===== config.mk =====
export PLATFORM = sky130hd
export DESIGN_NAME = uifc_top
export DESIGN_NICKNAME = d
export VERILOG_FILES = /design/src/logic/uifc_top.v
export VERILOG_INCLUDE_DIRS = /design/src /design/src/logic
export SDC_FILE = /design/constraint.sdc
export NUM_CORES = 1
export LEC_CHECK = 0
export BUFFER_PORTS_ARGS = -buffer_cell sky130_fd_sc_hd__buf_2
export CAP_MARGIN = 15
export CORE_ASPECT_RATIO = 0.7
export CORE_MARGIN = 2
export CORE_UTILIZATION = 35
export CTS_CLUSTER_SIZE = 14
export DETAILED_ROUTE_END_ITERATION = 12
export HOLD_SLACK_MARGIN = 0.1
export SYNTH_ARGS = -nofsm -noshare
export SYNTH_HDL_FRONTEND = slang
export SYNTH_SLANG_ARGS = --single-unit

===== constraint.sdc =====
create_clock -name core_clk_in -period 4.6 [get_ports core_clk_in]
set_input_delay 0.23 -clock core_clk_in [delete_from_list [all_inputs] [get_ports core_clk_in]]
set_output_delay 0.23 -clock core_clk_in [all_outputs]
set_load 0.01 [all_outputs]

===== src/logic/uifc_defs.vh =====
// constants for the serial port interrupt and fifo control block
`ifndef UIFC_DEFS_VH
`define UIFC_DEFS_VH
`define UIFC_ADDR_RX_DATA 3'h0
`define UIFC_ADDR_MASK 3'h1
`define UIFC_ADDR_SOURCE 3'h2
`define UIFC_ADDR_LINE 3'h5
`define UIFC_ADDR_MODEM 3'h6
`define UIFC_MASK_RX 0
`define UIFC_MASK_TX 1
`define UIFC_MASK_LINE 2
`define UIFC_MASK_MODEM 3
`define UIFC_MASK_SPECIAL 5
`define UIFC_MASK_WMASK 8'h2F
`define UIFC_SETUP_EN 0
`define UIFC_SETUP_RXRST 1
`define UIFC_SETUP_TXRST 2
`define UIFC_SETUP_DMA 3
`define UIFC_CODE_LINE 4'h6
`define UIFC_CODE_TIMEOUT 4'hC
`define UIFC_CODE_RX 4'h4
`define UIFC_CODE_TX 4'h2
`define UIFC_CODE_MODEM 4'h0
`define UIFC_CODE_NONE 4'h1
`define UIFC_TO_CHARS 4
`define UIFC_TO_BITS 12
`define UIFC_BITS_PER_CHAR 10
`define UIFC_TRIG_SEL0 1
`define UIFC_TRIG_SEL1 4
`define UIFC_TRIG_SEL2 8
`define UIFC_TRIG_SEL3 14
`define UIFC_LINE_RESET 8'h60
`define UIFC_SOURCE_RESET 8'h01
`endif


===== src/logic/uifc_top.v =====
// interrupt mask, prioritised interrupt source and fifo setup of a serial port
`timescale 1ns/1ns
`include "uifc_defs.vh"
module uifc_top #(
  parameter LEVEL_W = 5
)
(
  input wire core_clk_in,
  input wire resetn_in,
  input wire [2:0] addr_in,
  input wire rd_in,
  input wire wr_in,
  input wire [7:0] wdata_in,
  input wire rx_push_in,
  input wire rx_pop_in,
  input wire [LEVEL_W-1:0] rx_level_in,
  input wire [LEVEL_W-1:0] tx_level_in,
  input wire tx_load_in,
  input wire tx_shifter_empty_in,
  input wire rx_overrun_in,
  input wire [2:0] head_error_in,
  input wire fifo_error_in,
  input wire [3:0] modem_delta_in,
  input wire bit_tick_in,
  input wire [7:0] modem_control_in,
  output reg [7:0] rdata_out,
  output reg irq_out,
  output reg [7:0] line_state_out,
  output reg rx_fifo_reset_out,
  output reg tx_fifo_reset_out,
  output reg fifo_enable_out,
  output reg dma_mode_out,
  output reg special_mode_out,
  output reg soft_reset_out,
  output reg power_down_out,
  output reg tx_request_pin_out,
  output reg rx_request_pin_out
);
  // idle span in bit times, held at the width of the counter
  localparam [7:0] TO_BITS = `UIFC_TO_CHARS * `UIFC_BITS_PER_CHAR + `UIFC_TO_BITS;
  reg [7:0] interrupt_mask;
  reg [7:0] fifo_setup;
  reg rx_avail;
  reg line_pend;
  reg modem_pend;
  reg tx_pend;
  reg timeout_pend;
  reg [7:0] to_count;
  reg [LEVEL_W-1:0] rx_trig;
  reg [LEVEL_W-1:0] tx_trig;
  reg [3:0] code;
  reg any_pend;
  reg [7:0] next_rdata;
  wire rd_line;
  wire rd_modem;
  wire rd_source;
  wire wr_mask;
  wire wr_setup;
  wire tx_empty;
  wire tx_ready;
  wire rx_ready;
  wire setup_ok;
  wire rx_some;
  wire line_set;
  wire tx_arm;
  wire to_expire;
  wire [1:0] rx_sel;
  wire [1:0] tx_sel;
  wire [7:0] line_word_now;
  wire [7:0] source_word;

  // trigger depth from a two-bit select; LEVEL_W must hold the largest depth
  function [LEVEL_W-1:0] trig_level;
    input [1:0] sel;
    reg [31:0] depth;
    begin
      case (sel)
        2'b00: depth = `UIFC_TRIG_SEL0;
        2'b01: depth = `UIFC_TRIG_SEL1;
        2'b10: depth = `UIFC_TRIG_SEL2;
        default: depth = `UIFC_TRIG_SEL3;
      endcase
      trig_level = depth[LEVEL_W-1:0];
    end
  endfunction

  // line state word, shared by the output copy and the register read
  function [7:0] line_word;
    input fifo_err;
    input tx_none;
    input shift_none;
    input [2:0] head_err;
    input overrun;
    input rx_any;
    begin
      line_word = {fifo_err, tx_none && shift_none, tx_none, head_err, overrun, rx_any};
    end
  endfunction

  assign rd_line = rd_in && addr_in == `UIFC_ADDR_LINE;
  assign rd_modem = rd_in && addr_in == `UIFC_ADDR_MODEM;
  assign rd_source = rd_in && addr_in == `UIFC_ADDR_SOURCE;
  assign wr_mask = wr_in && addr_in == `UIFC_ADDR_MASK;
  assign wr_setup = wr_in && addr_in == `UIFC_ADDR_SOURCE;
  assign setup_ok = wdata_in[`UIFC_SETUP_EN];
  assign tx_empty = tx_level_in == {LEVEL_W{1'b0}};
  assign rx_some = rx_level_in != {LEVEL_W{1'b0}};
  // overrun flags at once; the head errors only as the head byte leaves; the fifo error never flags
  assign line_set = rx_overrun_in || (rx_pop_in && |head_error_in);
  // arming the mask while the holding register is empty fires at once
  assign tx_arm = wr_mask && wdata_in[`UIFC_MASK_TX] && !interrupt_mask[`UIFC_MASK_TX]
    && tx_empty;
  assign to_expire = bit_tick_in && to_count == TO_BITS - 8'h01;
  assign rx_sel = fifo_setup[7:6];
  assign tx_sel = fifo_setup[5:4];
  assign line_word_now = line_word(fifo_error_in, tx_empty, tx_shifter_empty_in,
    head_error_in, rx_overrun_in, rx_some);
  assign source_word = {{2{fifo_setup[`UIFC_SETUP_EN]}},
    interrupt_mask[`UIFC_MASK_SPECIAL] && !rx_ready,
    interrupt_mask[`UIFC_MASK_SPECIAL] && !tx_ready,
    code};

  // without the fifo a single character is the trigger
  always @*
  begin
    rx_trig = trig_level(2'b00);
    if (fifo_setup[`UIFC_SETUP_EN])
      rx_trig = trig_level(rx_sel);
  end

  // transmit trigger select is honoured only in special mode
  always @*
  begin
    tx_trig = trig_level(2'b00);
    if (interrupt_mask[`UIFC_MASK_SPECIAL])
      tx_trig = trig_level(tx_sel);
  end

  // read data follows the address every cycle; unlisted addresses read zero
  always @*
  begin
    next_rdata = 8'h00;
    case (addr_in)
      `UIFC_ADDR_MASK: next_rdata = interrupt_mask;
      `UIFC_ADDR_SOURCE: next_rdata = source_word;
      `UIFC_ADDR_LINE: next_rdata = line_word_now;
      default: next_rdata = 8'h00;
    endcase
  end

  // receive interrupt level condition: one char without fifo, trigger with
  assign rx_ready = rx_level_in >= rx_trig;
  assign tx_ready = fifo_setup[`UIFC_SETUP_EN] ? (tx_level_in < tx_trig) : tx_empty;

  always @*
  begin
    any_pend = 1'b1;
    // one code at a time; lower sources stay queued in their own flags
    if (line_pend && interrupt_mask[`UIFC_MASK_LINE])
      code = `UIFC_CODE_LINE;
    else if (timeout_pend && interrupt_mask[`UIFC_MASK_RX])
      code = `UIFC_CODE_TIMEOUT;
    else if (rx_avail && interrupt_mask[`UIFC_MASK_RX])
      code = `UIFC_CODE_RX;
    else if (tx_pend && interrupt_mask[`UIFC_MASK_TX])
      code = `UIFC_CODE_TX;
    else if (modem_pend && interrupt_mask[`UIFC_MASK_MODEM])
      code = `UIFC_CODE_MODEM;
    else
    begin
      code = `UIFC_CODE_NONE;
      any_pend = 1'b0;
    end
  end

  always @(posedge core_clk_in or negedge resetn_in)
  begin
    if (!resetn_in)
    begin
      interrupt_mask <= 8'h00;
      fifo_setup <= 8'h00;
      rx_fifo_reset_out <= 1'b0;
      tx_fifo_reset_out <= 1'b0;
    end
    else
    begin
      rx_fifo_reset_out <= 1'b0;
      tx_fifo_reset_out <= 1'b0;
      if (wr_mask)
        interrupt_mask <= wdata_in & `UIFC_MASK_WMASK;
      if (wr_setup)
      begin
        if (setup_ok)
        begin
          fifo_setup <= {wdata_in[7:3], 3'b001};
          rx_fifo_reset_out <= wdata_in[`UIFC_SETUP_RXRST];
          tx_fifo_reset_out <= wdata_in[`UIFC_SETUP_TXRST];
        end
        else
          fifo_setup <= 8'h00;
      end
    end
  end

  always @(posedge core_clk_in or negedge resetn_in)
  begin
    if (!resetn_in)
    begin
      rx_avail <= 1'b0;
      line_pend <= 1'b0;
      modem_pend <= 1'b0;
      tx_pend <= 1'b0;
      timeout_pend <= 1'b0;
      to_count <= 8'h00;
    end
    else
    begin
      rx_avail <= rx_ready;
      // set wins over the read that clears it
      if (line_set)
        line_pend <= 1'b1;
      else if (rd_line)
        line_pend <= 1'b0;
      if (|modem_delta_in)
        modem_pend <= 1'b1;
      else if (rd_modem)
        modem_pend <= 1'b0;
      if (tx_load_in)
        tx_pend <= 1'b0;
      else if (tx_arm)
        tx_pend <= 1'b1;
      else if (tx_ready && !tx_pend && !interrupt_mask[`UIFC_MASK_TX])
        tx_pend <= 1'b1;
      else if (rd_source && !interrupt_mask[`UIFC_MASK_TX])
        tx_pend <= 1'b0;
      else if (tx_ready && interrupt_mask[`UIFC_MASK_TX])
        tx_pend <= 1'b1;
      // idle timer: restarts on any receive fifo push or pop
      if (!rx_some)
      begin
        timeout_pend <= 1'b0;
        to_count <= 8'h00;
      end
      else if (rx_push_in || rx_pop_in)
        to_count <= 8'h00;
      else if (bit_tick_in && to_count < TO_BITS)
      begin
        to_count <= to_count + 8'h01;
        // the timeout exists only with the fifo on
        if (to_expire && fifo_setup[`UIFC_SETUP_EN])
          timeout_pend <= 1'b1;
      end
    end
  end

  always @(posedge core_clk_in or negedge resetn_in)
  begin
    if (!resetn_in)
    begin
      rdata_out <= `UIFC_SOURCE_RESET;
      irq_out <= 1'b0;
      line_state_out <= `UIFC_LINE_RESET;
      fifo_enable_out <= 1'b0;
      dma_mode_out <= 1'b0;
      special_mode_out <= 1'b0;
      soft_reset_out <= 1'b0;
      power_down_out <= 1'b0;
      tx_request_pin_out <= 1'b1;
      rx_request_pin_out <= 1'b1;
    end
    else
    begin
      irq_out <= any_pend;
      line_state_out <= line_word_now;
      fifo_enable_out <= fifo_setup[`UIFC_SETUP_EN];
      dma_mode_out <= fifo_setup[`UIFC_SETUP_DMA];
      special_mode_out <= interrupt_mask[`UIFC_MASK_SPECIAL];
      soft_reset_out <= interrupt_mask[`UIFC_MASK_SPECIAL] && modem_control_in[2];
      power_down_out <= interrupt_mask[`UIFC_MASK_SPECIAL] && modem_control_in[7];
      // dma mode holds requests to trigger level, normal mode to single char
      tx_request_pin_out <= fifo_setup[`UIFC_SETUP_DMA] ? !tx_ready : !tx_empty;
      rx_request_pin_out <= fifo_setup[`UIFC_SETUP_DMA] ?
        !(rx_ready || timeout_pend) : !rx_some;
      rdata_out <= next_rdata;
    end
  end
endmodule // uifc_top


==> results of run 1 <==
area by class of cell:
class                   count  area [sq um]  area share
multi-input cells         138           905       0.325
well taps                  78          97.6      0.0350
flip-flops and latches     50          1260       0.451
inverters                   2          7.51     0.00270
repair buffers             74           408       0.146
clock buffers               6          72.6      0.0261
clock inverters             2          37.5      0.0135
metal layers:
layer / routed length, um / share of wire
met5: 0 / 0
met4: 58 / 0.012
met3: 282 / 0.058
met2: 2060 / 0.42
met1: 2480 / 0.51
cells in the mapped netlist (4+ instances only):
cell type / n / area, sq um
and2_1: 7 / 43.8
nor2_1: 9 / 33.8
nand2_1: 31 / 116
dfrtp_1: 45 / 1130
xor2_1: 4 / 35.0
ha_1: 8 / 100
and3_1: 6 / 37.5
nand2b_1: 6 / 37.5
nand3_1: 6 / 30.0
mux2_1: 4 / 45.0
dfstp_2: 5 / 131
o21ai_0: 9 / 45.0
a21oi_1: 6 / 30.0
state kept, by name, indices dropped and copies added (netlist names):
name                count
irq_out                 1
dma_mode_out            1
power_down_out          1
modem_pend              1
line_state_out          8
fifo_setup              6
rx_fifo_reset_out       1
rx_request_pin_out      1
tx_request_pin_out      1
rdata_out               8
line_pend               1
soft_reset_out          1
rx_avail                1
special_mode_out        1
fifo_enable_out         1
tx_fifo_reset_out       1
timeout_pend            1
tx_pend                 1
to_count                8
interrupt_mask          5
through the flow:
step | hold slack (ns) | total power, mW | util | std cells | cell area (sq um)
after floorplan | -0.0656 | 0.592 | - | 194 | 2190
after global placement | 0.364 | 0.660 | 0.425 | 335 | 2610
after detailed placement | 0.362 | 0.665 | 0.425 | 335 | 2610
after CTS | 0.101 | 0.979 | 0.453 | 349 | 2780
after global routing | 0.101 | 1.02 | 0.455 | 350 | 2790
final | 0.112 | 0.965 | 0.455 | 350 | 2790
power by group:
group	internal, mW	total (mW)	switching (mW)
registers	0.481	0.516	0.0356
logic	0.0676	0.142	0.0739
clock network	0.162	0.307	0.145
total	0.711	0.965	0.254
critical path, cell delays in order, from the launching register on:
cell and delay (ns):
dfrtp_1 0.51, nand2_1 0.09, ha_1 0.30, a21o_1 0.16
a2111oi_1 0.65, o41a_1 0.24
cell families after synthesis:
| family | Yosys count | share of synthesized area |
|---|---|---|
| adder cells (fa/ha/maj) | 8 | 0.0457 |
| multiplexers | 7 | 0.0354 |
| flip-flops | 50 | 0.575 |
| AND/OR/NAND/NOR | 82 | 0.204 |
| AO/OA/AOI/OAI | 37 | 0.113 |
| XOR/XNOR | 4 | 0.0160 |
| buffers and inverters | 6 | 0.0120 |
how the worst max path moves through the flow:
stage	slack, ns	end
after floorplan	2.88	tx_pend
after global routing	2.41	tx_pend
after CTS	2.59	tx_pend
after global placement	2.62	tx_pend
after detailed placement	2.61	tx_pend
final	2.60	tx_pend
==> impl_metrics.json, run 1 <==
{
  "place_ws_ns": 2.61,
  "final_antenna_net_count": 0,
  "core_sq_um": 6130,
  "timing.final.crit_share": 0.436,
  "critPathRequiredTime_ns": 4.85,
  "post_cts_resized": 0,
  "cts_buffer_depth": 2,
  "drtIter0Drc": 48,
  "yosysWarnings": 0,
  "finalWorstSetupSlack_ns": 2.60,
  "ys.flop_type": "dfrtp_1",
  "synth.distinct_cells": 45,
  "num_antenna_cells": 0,
  "wl_per_cell_um": 13.9,
  "antenna_found_initial": 0,
  "vias": 1714,
  "cts_tree": "done",
  "num-nets-final": 326,
  "path_class": "flop to flop",
  "power_density_nw_per_um2": 346,
  "hold_start": "modem_delta_in[1]",
  "portBuffers": 66,
  "worstReg2RegEnd": "tx_pend",
  "min_to": "modem_pend",
  "use_met2": 0.220,
  "gp_congestion": 0.817,
  "final_common_cell": "buf_2",
  "fin_skew_ns": 0.00689,
  "final_max_slew_viol_count": 0,
  "endpoint_kind": "flop",
  "areaGrowthSynthToFinish_pct": 27.3,
  "grt_first_pass_wirelength_um": 8060,
  "ff2ff_setup_slack_ns": 2.60,
  "period_minus_slack_ns": 2.00,
  "clkTransAtPathRegs_ns": 0.09,
  "grt_max_degree": 51,
  "drv_cap": 0,
  "hold_violations": 0,
  "slew_headroom": 0.556,
  "clk-insertion-delay-late_ns": 0.31,
  "top_usage_layer": "met2",
  "grt_use_met1": 0.211,
  "cts_made_buffers": 5,
  "cp_max_fo": 10,
  "timing.setup.tns_ns": 0,
  "ys_ff_latch": 50,
  "cp-start-kind": "flop",
  "setup_viol": 0,
  "overflow": 0,
  "leakage_nw": 1.34,
  "max_freq_mhz": 499,
  "drive_above_1_share": 0.320,
  "cts_setup_buffers": 0,
  "start_util": 0.357,
  "root_buffer": "clkbuf_8",
  "syn_inst": 194,
  "synth_nets": 249,
  "dieArea_sq_um": 6910,
  "avgSynthCellArea_sq_um": 11.3,
  "dr.pass1.iters": 4,
  "io-pin-count": 73,
  "critPathArrivalTime_ns": 2.26,
  "reg2reg_from": "interrupt_mask[5]",
  "holdBufCountCts": 6,
  "rr_worst_depth": 5,
  "rows": 24,
  "grt_use_total": 0.148,
  "rsz0062_at_grt": "no",
  "startpoint": "interrupt_mask[5]",
  "holdPathStages": 3,
  "status": "finished clean",
  "htree_levels": 2,
  "yosysSeqAreaShare": 0.575,
  "via_per_inst": 4.90,
  "grtUsageMet3": 0.0390,
  "irDropWorstVdd_mv": 0.156,
  "hold_path.class": "input port to flop",
  "cts.sinks": 50,
  "final_cell_mix": "buf_2, dfrtp_1, nand2_1",
  "grt_pass1_vias": 1671,
  "die_h_um": 70.2,
  "drcViolationCount": 0,
  "tightest_slew_ns": 0.664,
  "netlist_area_sq_um": 2190,
  "drt_wl_total_um": 4880,
  "nFillCells": 585,
  "async_reset_ff_frac": 1.00,
  "synth-edff-count": 0,
  "hpwl_um": 3660,
  "die_x_um": 98.5
}
No activity file was read; power rests on OpenSTA's default activity.
==> run 2: changes to the inputs <==
==> constraint.sdc (replaced) <==
create_clock -name core_clk_in -period 1.7 [get_ports core_clk_in]
set_input_delay 0.085 -clock core_clk_in [delete_from_list [all_inputs] [get_ports core_clk_in]]
set_output_delay 0.085 -clock core_clk_in [all_outputs]
set_load 0.01 [all_outputs]
==> impl_metrics.json, run 2 (same netlist as run 1, synthesis figures left out) <==
{
  "areaGrowthSynthToFinish_pct": 38.0,
  "grtUsageMet3": 0.0370,
  "final_core_util": 0.493,
  "setup_viol": 0,
  "cts.sinks": 50,
  "via_per_inst": 4.81,
  "num_antenna_cells": 0,
  "hold_start": "rx_level_in[2]",
  "core_sq_um": 6130,
  "grt_first_pass_wirelength_um": 8600,
  "slowest_stage": "dfrtp_1",
  "root_buffer": "clkbuf_8",
  "cp-start-kind": "flop",
  "holdPathStages": 3,
  "reg_top3": "line_state_out (8), rdata_out (8), to_count (8)",
  "period_minus_slack_ns": 1.60,
  "drtIter0Drc": 41,
  "grt_use_met1": 0.228,
  "final_cell_mix": "buf_2, dfrtp_1, nand2_1",
  "num-nets-final": 347,
  "final_antenna_net_count": 0,
  "netSwitchingFraction": 0.272,
  "critPathRequiredTime_ns": 1.88,
  "path_class": "flop to flop",
  "top_usage_layer": "met2",
  "path_cells": "nand3_2, ha_4, nand4b_1, a21oi_2, a2111oi_4, o41a_1",
  "use_met2": 0.241,
  "grt_pass1_vias": 1779,
  "power_density_nw_per_um2": 838,
  "fin_skew_ns": 0.00365,
  "slowest_delay_ns": 0.43,
  "dieArea_sq_um": 6910,
  "clkPwrFrac": 0.259,
  "gp_congestion": 0.838,
  "hold_path.class": "input port to flop",
  "portBuffers": 66,
  "cts_tree": "done",
  "power_frac_seq": 0.547,
  "grt_use_total": 0.158,
  "irDropWorstVdd_mv": 0.306,
  "ff2ff_setup_slack_ns": 0.10,
  "grt_max_degree": 31,
  "start_util": 0.357,
  "p_int_mw": 1.84,
  "pwr-share-comb": 0.194,
  "final_common_cell": "buf_2",
  "rows": 24,
  "leakage_nw": 1.43,
  "cts_buffer_depth": 2,
  "drv_cap": 0,
  "critPathArrivalTime_ns": 1.78,
  "final_max_slew_viol_count": 0,
  "status": "finished clean",
  "drt_wl_total_um": 5190,
  "cts_made_buffers": 5,
  "timing.final.crit_share": 0.939,
  "worstReg2RegEnd": "tx_pend",
  "finalWorstSetupSlack_ns": 0.104,
  "endpoint_kind": "flop",
  "max_freq_mhz": 627,
  "dr.pass1.iters": 4,
  "tightest_slew_ns": 0.479,
  "wl_per_cell_um": 14.0,
  "hold_violations": 0,
  "reg2reg_from": "fifo_setup[5]",
  "clk-insertion-delay-late_ns": 0.30,
  "io-pin-count": 73,
  "die_x_um": 98.5,
  "place_ws_ns": -0.00385,
  "overflow": 0,
  "drive_above_1_share": 0.331,
  "switching_power_mw": 0.688,
  "vias": 1783,
  "clkTransAtPathRegs_ns": 0.08,
  "rr_worst_depth": 6,
  "slew_headroom": 0.681,
  "antenna_found_initial": 0,
  "hpwl_um": 3840,
  "die_h_um": 70.2,
  "rsz0062_at_grt": "no",
  "drcViolationCount": 0,
  "min_to": "timeout_pend",
  "cp_max_fo": 4,
  "htree_levels": 2
}
[run 2: changes by cell type in the layout (fill, tap and decap cells not counted), sizes merged]
| cell | before | now |
|---|---|---|
| dlygate4sd3 | 7 | 23 |
| buf | 67 | 72 |
| clkbuf | 6 | 8 |
| bufinv | 1 | 0 |
| clkinvlp | 1 | 0 |
[run 2: cell type report]
type	count	area [sq um]
well taps	78	97.6
fillers	596	3110
clock buffers	8	80.1
inverters	2	7.51
repair buffers	95	618
flip-flops and latches	50	1260
multi-input cells	138	958
[run 2: repair_timing]
item / CTS / global route
setup buffers: 1 / 0
setup endpoints to repair: 2 / 4
hold buffers: 23 / 0
endpoints found under the hold margin: 48 / 0
gates resized for setup: 3 / 5
pin swaps: 0 / 4
[run 2: worst max-delay path by stage]
| stage | startpoint | end | slack, ns | cells after the start |
|---|---|---|---|---|
| finish | fifo_setup[5] | tx_pend | 0.10 | 6 |
| detailed placement | interrupt_mask[5] | tx_pend | -0.004 | 5 |
| floorplan | interrupt_mask[5] | tx_pend | 0.09 | 5 |
| global route | fifo_setup[4] | rdata_out[4] | 0.03 | 5 |
| CTS | interrupt_mask[5] | tx_pend | 0.01 | 6 |
| global placement | interrupt_mask[5] | tx_pend | 0.02 | 5 |
[run 2: power groups by stage]
| stage | clock network (mW) | logic, mW | registers, mW |
|---|---|---|---|
| final | 0.656 | 0.490 | 1.38 |
| after global routing | 0.737 | 0.547 | 1.40 |
| after CTS | 0.695 | 0.490 | 1.38 |
| after detailed placement | 0 | 0.427 | 1.40 |
| after global placement | 0 | 0.418 | 1.40 |
| after floorplan | 0 | 0.193 | 1.41 |
[run 2: per-stage QoR]
stage | cells | area (sq um) | hold slack (ns) | total power [mW] | setup TNS, ns
final | 371 | 3020 | 0.100 | 2.53 | 0
after global routing | 371 | 3020 | 0.129 | 2.68 | 0
after CTS | 371 | 3000 | 0.102 | 2.56 | 0
after detailed placement | 339 | 2650 | 0.0734 | 1.83 | -0.00385
after global placement | 339 | 2650 | 0.0655 | 1.82 | 0
after floorplan | 194 | 2190 | -0.211 | 1.60 | 0
[run 2: worst max-delay path: cells and delay by family, from the launching register on]
family / cells / cell delay, ns
flops: 1 / 0.43
fa+ha+maj: 1 / 0.28
simple gates: 2 / 0.23
compound gates: 3 / 0.54
[run 2: metal layers]
metal	share of wire	wire, um	up-vias
li1	-	-	890
met1	0.49	2560	838
met2	0.44	2310	48
met3	0.052	269	7
met4	0.0092	48	0
met5	0	0	-
